<file path="config.mk">
export PLATFORM = sky130hd
export DESIGN_NAME = rcw_top
export DESIGN_NICKNAME = d
export VERILOG_FILES = /design/src/core/rcw_top_note_end.sv /design/src/core/rcw_pkg.sv /design/src/core/rcw_osc_tick.sv /design/src/core/rcw_top.sv
export VERILOG_INCLUDE_DIRS = /design/src /design/src/core
export SDC_FILE = /design/constraint.sdc
export NUM_CORES = 1
export LEC_CHECK = 0
export ABC_AREA = 1
export BUFFER_PORTS_ARGS = -buffer_cell sky130_fd_sc_hd__buf_2
export CAP_MARGIN = 40
export CORE_ASPECT_RATIO = 1.5
export CORE_MARGIN = 4
export CORE_UTILIZATION = 35
export DETAILED_ROUTE_END_ITERATION = 10
export GPL_TIMING_DRIVEN = 0
export PLACE_DENSITY = 0.56
export REMOVE_ABC_BUFFERS = 1
export SYNTH_ARGS = -nofsm -noshare
export SYNTH_HDL_FRONTEND = slang
export SYNTH_SLANG_ARGS = --single-unit
</file>
<file path="constraint.sdc">
create_clock -name SYS_CLK -period 2.9 [get_ports SYS_CLK]
set_input_delay 0.145 -clock SYS_CLK [delete_from_list [all_inputs] [get_ports SYS_CLK]]
set_output_delay 0.145 -clock SYS_CLK [all_outputs]
set_load 0.005 [all_outputs]
</file>
<file path="src/core/rcw_defines.svh">
// Offsets, field positions, reset values and timing counts of the reset-cause and watchdog block
`ifndef RCW_DEFINES_SVH
`define RCW_DEFINES_SVH

// ----------------------------------------
// Register byte addresses
// ----------------------------------------
`define RCW_OFS_CAUSE 12'h000
`define RCW_OFS_CTRL 12'h004

// ----------------------------------------
// Reset-cause field positions
// ----------------------------------------
`define RCW_CAUSE_POR 0
`define RCW_CAUSE_PIN 1
`define RCW_CAUSE_DROOP 2
`define RCW_CAUSE_WDOG 3
`define RCW_CAUSE_RESET 4'h1

// ----------------------------------------
// Watchdog control field positions
// ----------------------------------------
`define RCW_CTL_PER_LO 0
`define RCW_CTL_PER_HI 2
`define RCW_CTL_RST_EN 3
`define RCW_CTL_UNLOCK 4
`define RCW_CTL_PER3 5
`define RCW_CTL_IRQEN 6
`define RCW_CTL_IRQF 7

// ----------------------------------------
// Timing
// ----------------------------------------
`define RCW_UNLOCK_CYCLES 3'h4
`define RCW_PERIOD_MAX 4'h9
`define RCW_SYS_CLK_HZ 200000000
`define RCW_WDOG_OSC_HZ 128000
`define RCW_OSC_DIV (`RCW_SYS_CLK_HZ / `RCW_WDOG_OSC_HZ)
`define RCW_WDOG_BASE_CYCLES 2048
`define RCW_STARTUP_US 64
`define RCW_STARTUP_CYCLES (`RCW_STARTUP_US * (`RCW_SYS_CLK_HZ / 1000000))

`endif

</file>
<file path="src/core/rcw_top_note_end.sv">
// Holds no logic; the block lives in rcw_top.sv and rcw_osc_tick.sv

</file>
<file path="src/core/rcw_pkg.sv">
// Types shared by the reset-cause and watchdog block
package rcw_pkg;

  // ----------------------------------------
  // Reset sequencer phases
  // ----------------------------------------
  typedef enum logic [2:0] {
    RCW_HOLD = 3'b001,
    RCW_DELAY = 3'b010,
    RCW_RUN = 3'b100
  } rcw_phase_t;

  // ----------------------------------------
  // Complete state of the top module
  // ----------------------------------------
  typedef struct packed {
    rcw_phase_t st;
    logic [23:0] dly;
    logic [3:0] cause;
    logic irqf;
    logic irqen;
    logic rst_en;
    logic [3:0] period;
    logic [2:0] win;
    logic [20:0] cnt;
    logic droop_act;
    logic wdog_pulse;
    logic core_rst;
    logic irq_out;
    logic [31:0] prdata;
    logic pready;
    logic pslverr;
  } rcw_regs_t;

  typedef struct packed {
    logic [15:0] cnt;
    logic tick;
  } rcw_div_t;

endpackage

</file>
<file path="src/core/rcw_osc_tick.sv">
// Watchdog oscillator rate as a one-cycle enable derived from the system clock
`include "rcw_defines.svh"

module rcw_osc_tick #(
  parameter int unsigned DIV = `RCW_OSC_DIV
) (
  input wire logic clk,
  input wire logic rst,
  output logic tick
);

  rcw_pkg::rcw_div_t q;
  rcw_pkg::rcw_div_t d;

  // ----------------------------------------
  // Divider
  // ----------------------------------------
  always_comb begin
    d = q;
    d.tick = 1'b0;
    if (q.cnt == 16'h0000) begin
      d.cnt = 16'(DIV - 1);
      d.tick = 1'b1;
    end else begin
      d.cnt = q.cnt - 16'h0001;
    end
  end

  always_ff @(posedge clk) begin
    if (rst) begin
      q <= '0;
    end else begin
      q <= d;
    end
  end

  assign tick = q.tick;

endmodule

</file>
<file path="src/core/rcw_top.sv">
// Reset-cause recording, reset sequencer and watchdog timer with an APB register slave
//
// How it works
// - Droop detect enabled: below low trigger holds reset; above high trigger starts delay.
// - Watchdog reset is a one-cycle pulse; start-up delay begins right after it.
// - Watchdog flag set by watchdog reset, cleared by power-on or zero write.
// - Droop flag set by droop reset, cleared by power-on or zero write.
// - Pin flag set by external reset, cleared by power-on or zero write.
// - Power-up flag set by power-on, cleared only by a zero write.
// - Upper four cause bits always read zero.
// - Watchdog counter advances on the slow oscillator rate, not the system clock.
// - Restart clears the counter; reaching the time-out raises the configured action.
// - Interrupt mode: expiry sets the interrupt flag, which also serves as wake request.
// - Reset mode: expiry causes a system reset.
// - Combined mode: first expiry interrupts, unserved second expiry resets.
// - Force-on fuse holds reset-enable at one and interrupt-enable at zero.
// - Reset-enable clear and period change accepted only inside the unlock window.
// - Time-out selectable from about 16 ms to about 8 s.
// - Clock-monitor mode forces reset mode, restarted by the clock-switch circuit.
// - Watchdog stays enabled after a watchdog-caused reset.
// - Reset-enable reads one while watchdog flag set; clearing needs the flag cleared first.
// - Unlock bit clears itself four cycles after being written.
// - Period codes 0 to 9 give 2048 to 1048576 oscillator cycles.
// - Interrupt flag cleared by vector acknowledge or by writing one.
//
// Added by the designer: the APB interface to the registers and the register addresses.
`include "rcw_defines.svh"

module rcw_top #(
  parameter int unsigned OSC_DIV = `RCW_OSC_DIV,
  parameter int unsigned WDOG_BASE = `RCW_WDOG_BASE_CYCLES,
  parameter int unsigned STARTUP_CYCLES = `RCW_STARTUP_CYCLES
) (
  input wire logic SYS_CLK,
  input wire logic RESET,
  input wire logic PSEL,
  input wire logic PENABLE,
  input wire logic PWRITE,
  input wire logic [11:0] PADDR,
  input wire logic [31:0] PWDATA,
  output logic [31:0] PRDATA,
  output logic PREADY,
  output logic PSLVERR,
  input wire logic EXT_RESET_N,
  input wire logic SUPPLY_DROOP_DETECTOR_EN,
  input wire logic SUPPLY_BELOW_LOW,
  input wire logic SUPPLY_ABOVE_HIGH,
  input wire logic WDOG_FORCE_ON_FUSE,
  input wire logic CLK_MON_EN,
  input wire logic CLK_MON_KICK,
  input wire logic WDOG_RESTART,
  input wire logic WDOG_IRQ_ACK,
  output logic WDOG_IRQ,
  output logic WDOG_RESET_PULSE,
  output logic CORE_RESET
);

  // ----------------------------------------
  // Helpers
  // ----------------------------------------
  function automatic logic rcw_hit(input logic [11:0] addr, input logic [11:0] ofs);
    return addr == ofs;
  endfunction

  // Reserved codes behave like the longest period, so a stray code never shortens it
  function automatic logic [20:0] rcw_limit(input logic [3:0] p, input logic [20:0] base);
    logic [3:0] e;
    e = (p > `RCW_PERIOD_MAX) ? `RCW_PERIOD_MAX : p;
    return base << e;
  endfunction

  localparam rcw_pkg::rcw_regs_t RESET_VAL = '{
    st: rcw_pkg::RCW_DELAY,
    dly: 24'(STARTUP_CYCLES),
    cause: `RCW_CAUSE_RESET,
    core_rst: 1'b1,
    default: '0
  };

  rcw_pkg::rcw_regs_t q;
  rcw_pkg::rcw_regs_t d;
  logic osc_tick;
  logic setup;
  logic done;
  logic wr_cause;
  logic wr_ctl;
  logic eff_rst_en;
  logic eff_irq;
  logic running;
  logic restart;
  logic [20:0] limit;
  logic timeout;
  logic droop_now;
  logic hold;

  // ----------------------------------------
  // Slow oscillator enable
  // ----------------------------------------
  rcw_osc_tick #(
    .DIV(OSC_DIV)
  ) u_tick (
    .clk(SYS_CLK),
    .rst(RESET),
    .tick(osc_tick)
  );

  // ----------------------------------------
  // Decode and watchdog terms
  // ----------------------------------------
  assign setup = PSEL & ~PENABLE;
  assign done = PSEL & PENABLE & q.pready;
  assign wr_cause = done & PWRITE & rcw_hit(PADDR, `RCW_OFS_CAUSE);
  assign wr_ctl = done & PWRITE & rcw_hit(PADDR, `RCW_OFS_CTRL);
  assign eff_rst_en = q.rst_en | CLK_MON_EN;
  assign eff_irq = q.irqen & ~CLK_MON_EN;
  assign running = eff_rst_en | eff_irq;
  assign restart = WDOG_RESTART | (CLK_MON_EN & CLK_MON_KICK);
  assign limit = rcw_limit(q.period, 21'(WDOG_BASE));
  // Compare with >= so a shortened period expires at the next oscillator tick instead of wrapping
  assign timeout = running & ~q.core_rst & ~restart & osc_tick & (q.cnt >= limit - 21'h1);
  assign droop_now = SUPPLY_DROOP_DETECTOR_EN & SUPPLY_BELOW_LOW;
  // Built from the registered latch so the sequencer never reads its own next state
  assign hold = ~EXT_RESET_N | droop_now |
                (SUPPLY_DROOP_DETECTOR_EN & ~SUPPLY_ABOVE_HIGH & q.droop_act);

  // ----------------------------------------
  // Next state
  // ----------------------------------------
  always_comb begin
    d = q;
    d.wdog_pulse = 1'b0;
    d.pready = 1'b0;

    // Droop detector with hysteresis
    if (!SUPPLY_DROOP_DETECTOR_EN) begin
      d.droop_act = 1'b0;
    end else if (SUPPLY_BELOW_LOW) begin
      d.droop_act = 1'b1;
    end else if (SUPPLY_ABOVE_HIGH) begin
      d.droop_act = 1'b0;
    end

    // Reset sequencer
    case (q.st)
      rcw_pkg::RCW_RUN: begin
        if (hold) begin
          d.st = rcw_pkg::RCW_HOLD;
        end else if (q.wdog_pulse) begin
          d.st = rcw_pkg::RCW_DELAY;
          d.dly = 24'(STARTUP_CYCLES);
        end
      end
      rcw_pkg::RCW_HOLD: begin
        if (!hold) begin
          d.st = rcw_pkg::RCW_DELAY;
          d.dly = 24'(STARTUP_CYCLES);
        end
      end
      rcw_pkg::RCW_DELAY: begin
        if (hold) begin
          d.st = rcw_pkg::RCW_HOLD;
        end else if (q.dly == 24'h000000) begin
          d.st = rcw_pkg::RCW_RUN;
        end else begin
          d.dly = q.dly - 24'h000001;
        end
      end
      default: begin
        d.st = rcw_pkg::RCW_HOLD;
      end
    endcase

    // Cause flags: zero write clears, one write keeps, set wins
    if (wr_cause) begin
      d.cause = q.cause & PWDATA[3:0];
    end
    if (!EXT_RESET_N) begin
      d.cause[`RCW_CAUSE_PIN] = 1'b1;
    end
    if (droop_now) begin
      d.cause[`RCW_CAUSE_DROOP] = 1'b1;
    end

    // Watchdog control
    if (q.win != 3'h0) begin
      d.win = q.win - 3'h1;
    end
    if (wr_ctl) begin
      if (PWDATA[`RCW_CTL_IRQF]) begin
        d.irqf = 1'b0;
      end
      d.irqen = PWDATA[`RCW_CTL_IRQEN];
      if (q.win != 3'h0 && !PWDATA[`RCW_CTL_UNLOCK]) begin
        d.rst_en = PWDATA[`RCW_CTL_RST_EN];
        d.period = {PWDATA[`RCW_CTL_PER3], PWDATA[`RCW_CTL_PER_HI:`RCW_CTL_PER_LO]};
        d.win = 3'h0;
      end else if (PWDATA[`RCW_CTL_UNLOCK] && PWDATA[`RCW_CTL_RST_EN]) begin
        d.rst_en = 1'b1;
        d.win = `RCW_UNLOCK_CYCLES;
      end else if (PWDATA[`RCW_CTL_RST_EN]) begin
        d.rst_en = 1'b1;
      end
    end
    if (WDOG_IRQ_ACK) begin
      d.irqf = 1'b0;
      if (eff_rst_en && eff_irq) begin
        d.irqen = 1'b0;
      end
    end

    // Counter
    if (!running || restart || osc_tick && timeout) begin
      d.cnt = 21'h000000;
    end else if (osc_tick) begin
      d.cnt = q.cnt + 21'h000001;
    end

    // Time-out action
    if (timeout) begin
      if (eff_rst_en && (!eff_irq || q.irqf)) begin
        d.wdog_pulse = 1'b1;
        d.cause[`RCW_CAUSE_WDOG] = 1'b1;
      end else begin
        d.irqf = 1'b1;
      end
    end

    // Any internal reset returns the control fields to their initial values
    if (q.core_rst) begin
      d.irqf = 1'b0;
      d.irqen = 1'b0;
      d.rst_en = 1'b0;
      d.period = 4'h0;
      d.win = 3'h0;
      d.cnt = 21'h000000;
    end
    if (d.cause[`RCW_CAUSE_WDOG]) begin
      d.rst_en = 1'b1;
    end
    if (WDOG_FORCE_ON_FUSE) begin
      d.rst_en = 1'b1;
      d.irqen = 1'b0;
    end

    d.core_rst = (d.st != rcw_pkg::RCW_RUN) | d.wdog_pulse;
    d.irq_out = d.irqf & d.irqen & ~CLK_MON_EN;

    // APB: data is captured in setup so the answer leaves a flip-flop
    if (setup) begin
      d.pready = 1'b1;
      d.pslverr = 1'b0;
      if (rcw_hit(PADDR, `RCW_OFS_CAUSE)) begin
        d.prdata = {28'h0000000, q.cause};
      end else if (rcw_hit(PADDR, `RCW_OFS_CTRL)) begin
        d.prdata = {24'h000000, q.irqf, q.irqen, q.period[3], q.win != 3'h0, q.rst_en,
                    q.period[2:0]};
      end else begin
        d.prdata = 32'h00000000;
        d.pslverr = 1'b1;
      end
    end
  end

  always_ff @(posedge SYS_CLK) begin
    if (RESET) begin
      q <= RESET_VAL;
    end else begin
      q <= d;
    end
  end

  assign PRDATA = q.prdata;
  assign PREADY = q.pready;
  assign PSLVERR = q.pslverr;
  assign WDOG_IRQ = q.irq_out;
  assign WDOG_RESET_PULSE = q.wdog_pulse;
  assign CORE_RESET = q.core_rst;
endmodule

</file>
==> results.cfg <==
[outcome]
status = completed

[finish]
fillers = 1658
seq_area_um2 = 1862
design_area_um2 = 5863
drive_above_1_share_pct = 11.52
layout_common_cells = nand2_1, nor2_1, dfxtp_1, inv_1, a21oi_1
syn_to_final_growth_pct = 10.41
diodes = 0
final_common_cell = nand2_1
multiInputGateArea_um2 = 2839
nets = 895
finish.utilization_pct = 39.81

[global_routing]
grt_usage_pct = 14.69
grt_pass1_vias = 4459
antenna_found_initial = 0
grt_max_degree = 28
overflow = 0
grt_pass1_wl_um = 20440

[worst_setup_path]
critPathKind = reg2reg
r2r_end = q[50]
r2r_start = q[65]
cp.required_ps = 3130
startpoint_type = flop
endpoint_kind = flop
r2r_setup_slack_ps = 390
crit_end = q[50]
critical_path_peak_fanout = 21
r2r_cells = 14
cp-startpoint = q[65]
critPathArrivalTime_ps = 2730

[synthesis]
postSynthAreaPerCell_um2 = 6.756
ys.flop_type = dfxtp_1
synth_cells = 786
ys_seq_area_share_pct = 35.06
synth_edf_count = 0
async_flop_share_pct = 0
ys_types = 39
syn_area_um2 = 5310
synth-seq-cells = 93
ys_warn_count = 0

[sta]
maxSlewHeadroom_pct = 61.03
finalClockSkew_ps = 11.44
drv_slew = 0
rsz0062_at_grt = no
worst_pin_slew_ps = 582.9
setup_viol = 0
finalHoldViolations = 0
min_period_over_period_pct = 86.48
fin_crit_ps = 2508
setup_ws_ps = 392.0
fmaxAchievable_mhz = 398.7
setup_tns_ps = 0

[floorplanning]
start_util_pct = 36.05
fp-row-count = 54
ios = 95
fp.dieW_um = 108.6
core-area_um2 = 14730
die_h_um = 158.9
dieArea_um2 = 17250

[min_path]
hold_path_depth = 4
min_path_type = in2reg

[power_and_ir_drop]
power_density_nw_per_um2 = 575.5
leakage_uw = 0.002508
ir_drop_mv = 0.2414

[cts]
numCtsBuffers = 9
clk_path_buf_depth = 2
cts_tree = done
root_buffer = clkbuf_16
clk_latency_ps = 350
clock-sinks = 93
path_clk_slew_ps = 60
cts_max_level = 3

[detailed_routing]
finalWirelength_um = 12240
antenna_left = 0
initialDrtViolationCount = 188
route.vias.total = 4711
firstDrtPassIters = 4
via_per_inst = 4.614
drc = 0
avgRoutedWirePerCell_um = 11.99

[placed_design]
dp_hpwl_um = 9554
place_area_um2 = 5554
numPortBuffers = 46
gp_congestion = 0.8285
place_ws_ps = -9.359

[flow_run]
drv_cap = 0
through the flow:
step,total power (uW),instances,hold WS (ps)
finish,3374,1021,68.24
global route,3590,1021,81.64
CTS,3422,1021,58.04
detailed placement,2228,1005,344.8
global placement,2225,1004,342.4
floorplan,2038,762,214.1
worst min path at each step:
stage | startpoint | endpoint | slack (ps)
floorplan | RESET | PRDATA[4] | 210
global placement | EXT_RESET_N | q[70] | 340
detailed placement | EXT_RESET_N | q[70] | 340
CTS | SUPPLY_ABOVE_HIGH | q[37] | 60
global route | SUPPLY_ABOVE_HIGH | q[37] | 80
finish | SUPPLY_ABOVE_HIGH | q[37] | 70
routing by layer:
layer / up-vias / wire (um) / GRT usage [%]
li1: 2491 / - / -
met4: 0 / 210 / 5.514
met1: 2136 / 5245 / 16.96
met5: - / 0 / 0
met2: 69 / 6349 / 26.42
met3: 15 / 436 / 2.600
registers in the layout (all words and copies together), names as in the netlist:
name and cells:
q 63, u_tick.q 16, PRDATA 8, CORE_RESET 1
PREADY 1, PSLVERR 1, WDOG_IRQ 1, WDOG_RESET_PULSE 1
u_tick.tick 1
synth_stat cells (10+ instances only):
cell type / count / area share [%]
buf_4: 36 / 5.1
nand2_1: 172 / 12
nor3_1: 21 / 2.0
o21ai_0: 26 / 2.5
xnor2_1: 10 / 1.6
dfxtp_1: 93 / 35
nor2_1: 125 / 8.8
nand3_1: 48 / 4.5
inv_1: 93 / 6.6
xor2_1: 18 / 3.0
ha_1: 16 / 3.8
a21oi_1: 50 / 4.7
what timing repair did:
action | CTS | global route
hold endpoints to repair | 1 | 0
buffers inserted | 0 | 0
resized for setup | 1 | 1
hold buffers | 1 | 0
endpoints found under the setup margin | 3 | 4
area by class of cell:
type | instances | share of cell area, %
Clock inverter | 4 | 0.8323
Multi-Input combinational cell | 569 | 48.42
Timing Repair Buffer | 48 | 4.225
Clock buffer | 11 | 4.140
Tap cell | 196 | 4.183
Inverter | 100 | 6.445
Sequential cell | 93 | 31.75
kinds of logic (layout without fill, tap and decap cells):
group                      Yosys count  after routing  synth area share [%]
and+or+nand+nor                    408            408                 33.86
adders and majority gates           16             16                 3.770
xor gates and xnor gates            28             28                 4.618
other                                2             25                0.1414
buffers and inverters              147            163                 13.24
DFF                                 93             93                 35.06
AOI/OAI and AO/OA                   92             92                 9.307
where the power goes:
| group | total, uW | internal [uW] | leakage [uW] | switching (uW) |
|---|---|---|---|---|
| Combinational | 731 | 251 | 0.00161 | 480 |
| Clock | 1170 | 686 | 0.000145 | 487 |
| Sequential | 1470 | 1380 | 0.000756 | 87.1 |
| Total | 3370 | 2320 | 0.00251 | 1050 |
worst max-delay path, cell delays in order, from the launching register on:
cell and delay, ps:
dfxtp_1 480, nor2_1 120, nand2_1 100, ha_1 190, nand2_1 80, xnor2_1 130
ha_1 270, nand2_1 40, nor2_1 160, a21boi_0 230, nor2_1 70, nand2_1 100
nand2_1 100, nand2_4 220, nor2_1 90
Note: power is estimated with default switching activity, not from simulation.
